### config.mk
export PLATFORM = sky130hd
export DESIGN_NAME = ihp_host
export DESIGN_NICKNAME = d
export VERILOG_FILES = /design/src/rtl/ihp_host_pkg.sv /design/src/rtl/ihp_host.sv
export VERILOG_INCLUDE_DIRS = /design/src /design/src/rtl
export SDC_FILE = /design/constraint.sdc
export NUM_CORES = 1
export LEC_CHECK = 0
export BUFFER_PORTS_ARGS = -buffer_cell sky130_fd_sc_hd__buf_2
export CAP_MARGIN = 20
export CORE_MARGIN = 1
export CORE_UTILIZATION = 40
export CTS_CLUSTER_SIZE = 14
export DETAILED_ROUTE_END_ITERATION = 8
export GPL_ROUTABILITY_DRIVEN = 1
export PLACE_DENSITY = 0.65
export SLEW_MARGIN = 10
export SYNTH_ARGS = -nofsm -noshare
export SYNTH_HDL_FRONTEND = slang
export SYNTH_SLANG_ARGS = --single-unit
### constraint.sdc
create_clock -name CLK -period 3.4 [get_ports CLK]
set_input_delay 0.68 -clock CLK [delete_from_list [all_inputs] [get_ports CLK]]
set_output_delay 0.68 -clock CLK [all_outputs]
set_load 0.005 [all_outputs]
### src/rtl/ihp_host_cfg.svh
`ifndef IHP_HOST_CFG_SVH
`define IHP_HOST_CFG_SVH

// ==========================================================
// clock and bus widths
`define IHP_CLK_NS 10
`define IHP_ADDR_W 3
`define IHP_UPPER_W 8
`define IHP_DATA_W 16
`define IHP_BYTE_W 8
`define IHP_CNT_W 12

// ==========================================================
// register selection
`define IHP_DATA_REG_ADDR 3'h0
`define IHP_UPPER_ZERO 8'h00
`define IHP_BYTE_ZERO 8'h00
`define IHP_OE_ALL_OFF 16'hffff
`define IHP_OE_ALL_ON 16'h0000
`define IHP_OE_LOW_ON 16'hff00
// synchroniser reset: handshake lines, ready and word line idle high, interrupt low
`define IHP_SYNC_IDLE 5'h1e

// ==========================================================
// cycle timing, least times rounded up
`define IHP_T_ADDR_SETUP_NS 70
`define IHP_T_STROBE_NS 165
`define IHP_T_HOLD_NS 30
`define IHP_T_RESET_NS 25000
`define IHP_SETUP_CYC ((`IHP_T_ADDR_SETUP_NS + `IHP_CLK_NS - 1) / `IHP_CLK_NS)
`define IHP_STROBE_CYC ((`IHP_T_STROBE_NS + `IHP_CLK_NS - 1) / `IHP_CLK_NS)
`define IHP_HOLD_CYC ((`IHP_T_HOLD_NS + `IHP_CLK_NS - 1) / `IHP_CLK_NS)
`define IHP_RESET_CYC ((`IHP_T_RESET_NS + `IHP_CLK_NS - 1) / `IHP_CLK_NS)

`endif

### src/rtl/ihp_host_pkg.sv
`include "ihp_host_cfg.svh"

package ihp_host_pkg;

    // ==========================================================
    // user request carried into the pin sequencer
    typedef struct packed {
        logic write;
        logic ctl_sel;
        logic [`IHP_ADDR_W-1:0] addr;
        logic [`IHP_DATA_W-1:0] wdata;
    } ihp_req_s;

    // ==========================================================
    // pin cycle sequencer states
    typedef enum logic [2:0] {
        IHP_IDLE,
        IHP_RESET,
        IHP_SETUP,
        IHP_STROBE,
        IHP_HOLD
    } ihp_state_e;

endpackage

### src/rtl/ihp_host.sv
`timescale 1ns/10ps
`include "ihp_host_cfg.svh"

module ihp_host
    import ihp_host_pkg::*;
(
    input wire logic CLK,
    input wire logic RESETN,
    input wire logic REQ_VALID,
    output logic REQ_READY,
    input wire ihp_req_s REQ,
    input wire logic DRIVE_RESET_REQ,
    output logic RSP_VALID,
    output logic [`IHP_DATA_W-1:0] RSP_DATA,
    output logic RSP_WORD,
    output logic IRQ_PENDING,
    output logic PASS_DIAG_SEEN,
    output logic DRIVE_ACTIVE_SEEN,
    output logic [`IHP_ADDR_W-1:0] A,
    output logic [`IHP_UPPER_W-1:0] A_UPPER,
    output logic CS0_N,
    output logic CS1_N,
    output logic IOR_N,
    output logic IOW_N,
    output logic DRV_RESET_N,
    input wire logic [`IHP_DATA_W-1:0] D_IN,
    output logic [`IHP_DATA_W-1:0] D_OUT,
    output logic [`IHP_DATA_W-1:0] D_OE_N,
    input wire logic IRQ,
    input wire logic IOIS16_N,
    input wire logic IORDY,
    input wire logic PDIAG_N_IN,
    output logic PDIAG_N_OUT,
    output logic PDIAG_N_OE_N,
    input wire logic DASP_N_IN,
    output logic DASP_N_OUT,
    output logic DASP_N_OE_N
);

    ihp_state_e state_reg, state_next;
    logic [`IHP_CNT_W-1:0] cnt_reg, cnt_next;
    ihp_req_s req_reg, req_cur;
    logic [`IHP_DATA_W-1:0] d_meta_reg, d_sync_reg;
    logic [4:0] s_meta_reg, s_sync_reg;
    logic cnt_done, word_cycle, iordy_s, iois16_n_s;

    // ==========================================================
    // input synchronisers: irq, iois16, iordy, pdiag, dasp and the data bus
    always_ff @(posedge CLK or negedge RESETN)
    begin
        if (!RESETN)
        begin
            s_meta_reg <= `IHP_SYNC_IDLE;
            s_sync_reg <= `IHP_SYNC_IDLE;
            d_meta_reg <= 16'h0000;
            d_sync_reg <= 16'h0000;
        end
        else
        begin
            s_meta_reg <= {DASP_N_IN, PDIAG_N_IN, IORDY, IOIS16_N, IRQ};
            s_sync_reg <= s_meta_reg;
            d_meta_reg <= D_IN;
            d_sync_reg <= d_meta_reg;
        end
    end

    assign iois16_n_s = s_sync_reg[1];
    assign iordy_s = s_sync_reg[2];

    // ==========================================================
    // status seen from the drive
    assign IRQ_PENDING = s_sync_reg[0]; // drive masks it itself
    assign PASS_DIAG_SEEN = ~s_sync_reg[3];
    assign DRIVE_ACTIVE_SEEN = ~s_sync_reg[4];

    // host only observes the handshake lines, never drives them
    assign PDIAG_N_OUT = 1'b1;
    assign PDIAG_N_OE_N = 1'b1;
    assign DASP_N_OUT = 1'b1;
    assign DASP_N_OE_N = 1'b1;
    assign A_UPPER = `IHP_UPPER_ZERO;

    // ==========================================================
    // pins follow the request from its taking edge, so stale selects never show and setup is full
    assign req_cur = (state_reg == IHP_IDLE) ? REQ : req_reg;
    // sixteen-bit cycle is the data register on the task-file select
    assign word_cycle = !req_cur.ctl_sel && (req_cur.addr == `IHP_DATA_REG_ADDR);
    assign cnt_done = (cnt_reg == 12'h000);
    assign REQ_READY = (state_reg == IHP_IDLE) && !DRIVE_RESET_REQ;

    // sequencer next state and interval counter
    always_comb
    begin
        state_next = state_reg;
        cnt_next = cnt_done ? cnt_reg : cnt_reg - 12'h001;
        case (state_reg)
            IHP_IDLE:
            begin
                if (DRIVE_RESET_REQ)
                begin
                    state_next = IHP_RESET;
                    cnt_next = 12'(`IHP_RESET_CYC - 1);
                end
                else if (REQ_VALID)
                begin
                    state_next = IHP_SETUP;
                    cnt_next = 12'(`IHP_SETUP_CYC - 1);
                end
            end
            IHP_RESET, IHP_HOLD:
            begin
                if (cnt_done)
                begin
                    state_next = IHP_IDLE;
                end
            end
            IHP_SETUP:
            begin
                if (cnt_done)
                begin
                    state_next = IHP_STROBE;
                    cnt_next = 12'(`IHP_STROBE_CYC - 1);
                end
            end
            IHP_STROBE:
            begin
                // a drive holding its ready low stretches the strobe
                if (cnt_done && iordy_s)
                begin
                    state_next = IHP_HOLD;
                    cnt_next = 12'(`IHP_HOLD_CYC - 1);
                end
            end
            default:
            begin
                state_next = IHP_IDLE;
                cnt_next = 12'h000;
            end
        endcase
    end

    // sequencer state
    always_ff @(posedge CLK or negedge RESETN)
    begin
        if (!RESETN)
        begin
            state_reg <= IHP_IDLE;
            cnt_reg <= 12'h000;
        end
        else
        begin
            state_reg <= state_next;
            cnt_reg <= cnt_next;
        end
    end

    // request capture
    always_ff @(posedge CLK or negedge RESETN)
    begin
        if (!RESETN)
            req_reg <= '0;
        else if (state_reg == IHP_IDLE && REQ_VALID && REQ_READY)
            req_reg <= REQ;
    end

    // ==========================================================
    // pin drive, registered from the next state
    always_ff @(posedge CLK or negedge RESETN)
    begin
        if (!RESETN)
        begin
            A <= 3'h0;
            CS0_N <= 1'b1;
            CS1_N <= 1'b1;
            IOR_N <= 1'b1;
            IOW_N <= 1'b1;
            DRV_RESET_N <= 1'b1;
            D_OUT <= 16'h0000;
            D_OE_N <= `IHP_OE_ALL_OFF;
        end
        else
        begin
            DRV_RESET_N <= (state_next != IHP_RESET);
            IOR_N <= !(state_next == IHP_STROBE && !req_reg.write);
            IOW_N <= !(state_next == IHP_STROBE && req_reg.write); // rise latches the data
            if (state_next == IHP_SETUP || state_next == IHP_STROBE || state_next == IHP_HOLD)
            begin
                A <= req_cur.addr;
                CS0_N <= req_cur.ctl_sel;
                CS1_N <= !req_cur.ctl_sel;
                if (req_cur.write)
                begin
                    D_OUT <= word_cycle ? req_cur.wdata : {`IHP_BYTE_ZERO, req_cur.wdata[7:0]};
                    D_OE_N <= word_cycle ? `IHP_OE_ALL_ON : `IHP_OE_LOW_ON;
                end
                else
                    D_OE_N <= `IHP_OE_ALL_OFF;
            end
            else
            begin
                CS0_N <= 1'b1;
                CS1_N <= 1'b1;
                D_OE_N <= `IHP_OE_ALL_OFF;
            end
        end
    end

    // ==========================================================
    // answer: read data sampled in the last strobe cycle
    always_ff @(posedge CLK or negedge RESETN)
    begin
        if (!RESETN)
        begin
            RSP_VALID <= 1'b0;
            RSP_DATA <= 16'h0000;
            RSP_WORD <= 1'b0;
        end
        else
        begin
            RSP_VALID <= (state_reg == IHP_STROBE) && (state_next == IHP_HOLD);
            if (state_reg == IHP_STROBE && state_next == IHP_HOLD)
            begin
                RSP_WORD <= !iois16_n_s;
                if (!req_reg.write)
                    RSP_DATA <= word_cycle ? d_sync_reg : {`IHP_BYTE_ZERO, d_sync_reg[7:0]};
            end
        end
    end
endmodule

==> summary.txt <==
Die
  • Starting utilization of the core area: 41.5%
  • X dimension of the die: 114 µm
  • # IOs: 120
  • Die Area: 0.0131 mm²
  • Core outline area: 0.0122 mm²
  • Rows: 40
  • Die outline height: 114 µm

Global routing
  • Maximum number of pins on one net before global-route repair: 49
  • Combined global-route utilization of all metal layers: 17.3%
  • First-pass GRT wire length: 17.0 mm
  • Leftover overflow at the end of global routing: 0
  • Via count of the first global-routing pass: 3401
  • Number of antenna violations at the first check in global routing: 0

Detailed routing
  • Violation count after the first detailed-routing iteration: 178
  • Remaining antenna violation count: 0
  • First-pass detailed-route iteration total: 5
  • Routed via count: 3395
  • Routed wire per std cell: 15.0 µm
  • Post-detailed-routing wire length: 10.4 mm
  • DR vias/cell: 4.89
  • Number of remaining DRC errors: 0

CTS
  • Num CTS Buffers: 17
  • Number of clock sinks: 122
  • Post-CTS setup buffer count: 0
  • Worst-case clock buffer depth: 2
  • Clock Tree Root: sky130_fd_sc_hd__clkbuf_16
  • Post-CTS clock slew at the launch and capture registers of the worst setup and hold paths: 0.06 ns
  • CTS tree: built
  • Gates resized, CTS repair: 0
  • Worst-skew pair later-pin latency: 0.41 ns
  • Number of hold buffers added after cts: 0
  • Number of H-tree branching levels: 4

Synthesis
  • Synth unique cells: 55
  • Average cell area after synthesis: 12.3 µm²
  • Proportion of synthesized chip area in sequential cells: 60.8%
  • Total number of yosys warnings: 0
  • Number of flip-flops and latches in the synthesized netlist: 122
  • Cells after Synth: 411
  • Number of enable-type register cells in the synthesized netlist: 0
  • Synthesized area: 0.00505 mm²
  • Most instantiated flip-flop cell in the synthesis netlist: sky130_fd_sc_hd__dfrtp_1
  • Proportion of register bits with asynchronous set or reset after synthesis: 100%

Job
  • Max_cap viols: 0

Finish
  • Proportion of layout cells with a drive suffix above 1: 39.9%
  • Final instance area: 0.00631 mm²
  • Highest-count cells in the layout ignoring fill and taps: sky130_fd_sc_hd__dfrtp_1 (107), sky130_fd_sc_hd__buf_2 (106), sky130_fd_sc_hd__nand2_1 (53)
  • Number of antenna diodes: 0
  • Most common library cell in the layout ignoring fill and taps: sky130_fd_sc_hd__dfrtp_1
  • Synthesis-to-layout area growth: 25.0%
  • Max FFs per register: 21
  • Final core area utilization: 51.9%
  • Final layout net count: 561

Place
  • Post-detailed-placement cell area: 0.00564 mm²
  • IO buf count: 107
  • Hpwl dp: 7.19 mm
  • Placement Setup Slack: 0.500 ns
  • Placer Congestion: 0.875

STA
  • Period utilisation layout: 85.8%
  • Final-report hold violation count: 0
  • Worst-margin pin slew: 0.957 ns
  • Setup slack of the critical path after layout: 0.483 ns
  • Setup repair after global routing missed its margin: false
  • Maximum clock frequency: 343 MHz
  • Rel. slew slack: 35.6%
  • Fin Clk Skew: 0.00698 ns
  • Number of pins exceeding their max-slew limit in the final report: 0
  • Setup TNS: 0 ns
  • Total setup violations reported at the end of the flow: 0
  • Final period demand of the worst path: 2.92 ns

Worst setup path
  • Worst Setup Path Type: reg -> reg
  • Worst path buffer plus inverter count: 1
  • Data arrival time of the critical path: 3.21 ns
  • Kind of end point of the critical path: register
  • Top delay family on crit path: simple AND/OR/NAND/NOR gates
  • Cell breakdown of the critical path: inv_1 -> ha_1 -> or3b_2 -> or4_4 -> a41oi_4 -> mux2_2
  • CP max stage cell: sky130_fd_sc_hd__or4_4
  • Required @ worst endpoint: 3.69 ns
  • Setup crit start kind: register
  • Peak per-stage delay on the critical path: 0.62 ns
  • Largest fanout on the critical path: 11

Pwr
  • Power Density: 932 mW/mm²
  • Total chip power: 5.89 mW
  • IR Drop Worst-Case VDD: 0.538 mV
  • Leakage: 2.93 nW

Min path
  • Hold WC Path Type: in -> async

Status
  • Run status: complete, no violations
[layout make-up]
class	count	area [µm²]
well taps	168	210
clock buffers	18	429
inverters	18	67.6
multi-input cells	237	1670
flip-flops and latches	122	3070
clock inverters	14	243
fillers	1078	5850
repair buffers	117	626
[final timing paths]
path,startpoint,slack (ns),cells after the start,endpoint
worst min-delay path,RESETN,0.28,1,d_meta_reg[1]$_DFF_PN0_
max in group asynchronous,RESETN,2.31,2,RSP_DATA[8]$_DFFE_PN0P_
worst max register to register,cnt_reg[0]$_DFF_PN0_,0.48,6,D_OUT[3]$_DFFE_PN0P_
min in group CLK,d_meta_reg[8]$_DFF_PN0_,0.35,0,d_sync_reg[8]$_DFF_PN0_
worst min register to register,d_meta_reg[8]$_DFF_PN0_,0.35,0,d_sync_reg[8]$_DFF_PN0_
worst max-delay path,cnt_reg[0]$_DFF_PN0_,0.48,6,D_OUT[3]$_DFFE_PN0P_
[power by group]
part	internal (mW)	leakage [nW]	switching [mW]
logic	0.787	1.13	0.910
registers	1.88	1.47	0.277
clock network	1.38	0.318	0.654
total	4.04	2.93	1.84
[stage by stage]
step,hold slack (ns),cells
after floorplan,0.331,421
after global placement,0.332,662
after detailed placement,0.335,662
after CTS,0.300,694
after global routing,0.318,694
final,0.282,694
[cell families after synthesis]
group,after synthesis,synth area share (%)
buffers and inverters,62,7.04
xor gates and xnor gates,4,0.694
adders and majority gates,2,0.495
other,2,0.149
DFF,122,60.8
and+or+nand+nor,111,10.8
AOI/OAI and AO/OA,59,9.34
muxes,49,10.7
[metal layers]
metal  part of all wire, %  GRT usage [%]  vias up
li1                      -              -     1604
met1                    44           22.2     1666
met4                   1.2           7.19        0
met5                     0              0        -
met2                    49           26.7      114
met3                   5.7           6.09       11
[worst reg2reg max path, stage by stage, from the launching register on]
cell and delay [ns]:
sky130_fd_sc_hd__dfrtp_1 0.40, sky130_fd_sc_hd__inv_1 0.11, sky130_fd_sc_hd__ha_1 0.21, sky130_fd_sc_hd__or3b_2 0.59
sky130_fd_sc_hd__or4_4 0.62, sky130_fd_sc_hd__a41oi_4 0.48, sky130_fd_sc_hd__mux2_2 0.40
[synth_stat cells (all sizes together), types with 4 or more instances]
library cell	number	area [µm²]
nand3	8	40.0
a21oi	7	35.0
mux2	38	432
mux2i	11	110
dfrtp	107	2680
nor2	14	52.6
buf	34	250
clkbuf	10	37.5
nor3	6	35.0
nand2	53	199
nor4	6	37.5
dfstp	15	394
inv	18	67.6
xnor2	4	35.0
o2bb2ai	8	70.1
or4	5	41.3
o32ai	8	70.1
a21o	8	60.1
o21ai	7	35.0
Power figures use the tool's default switching activity.
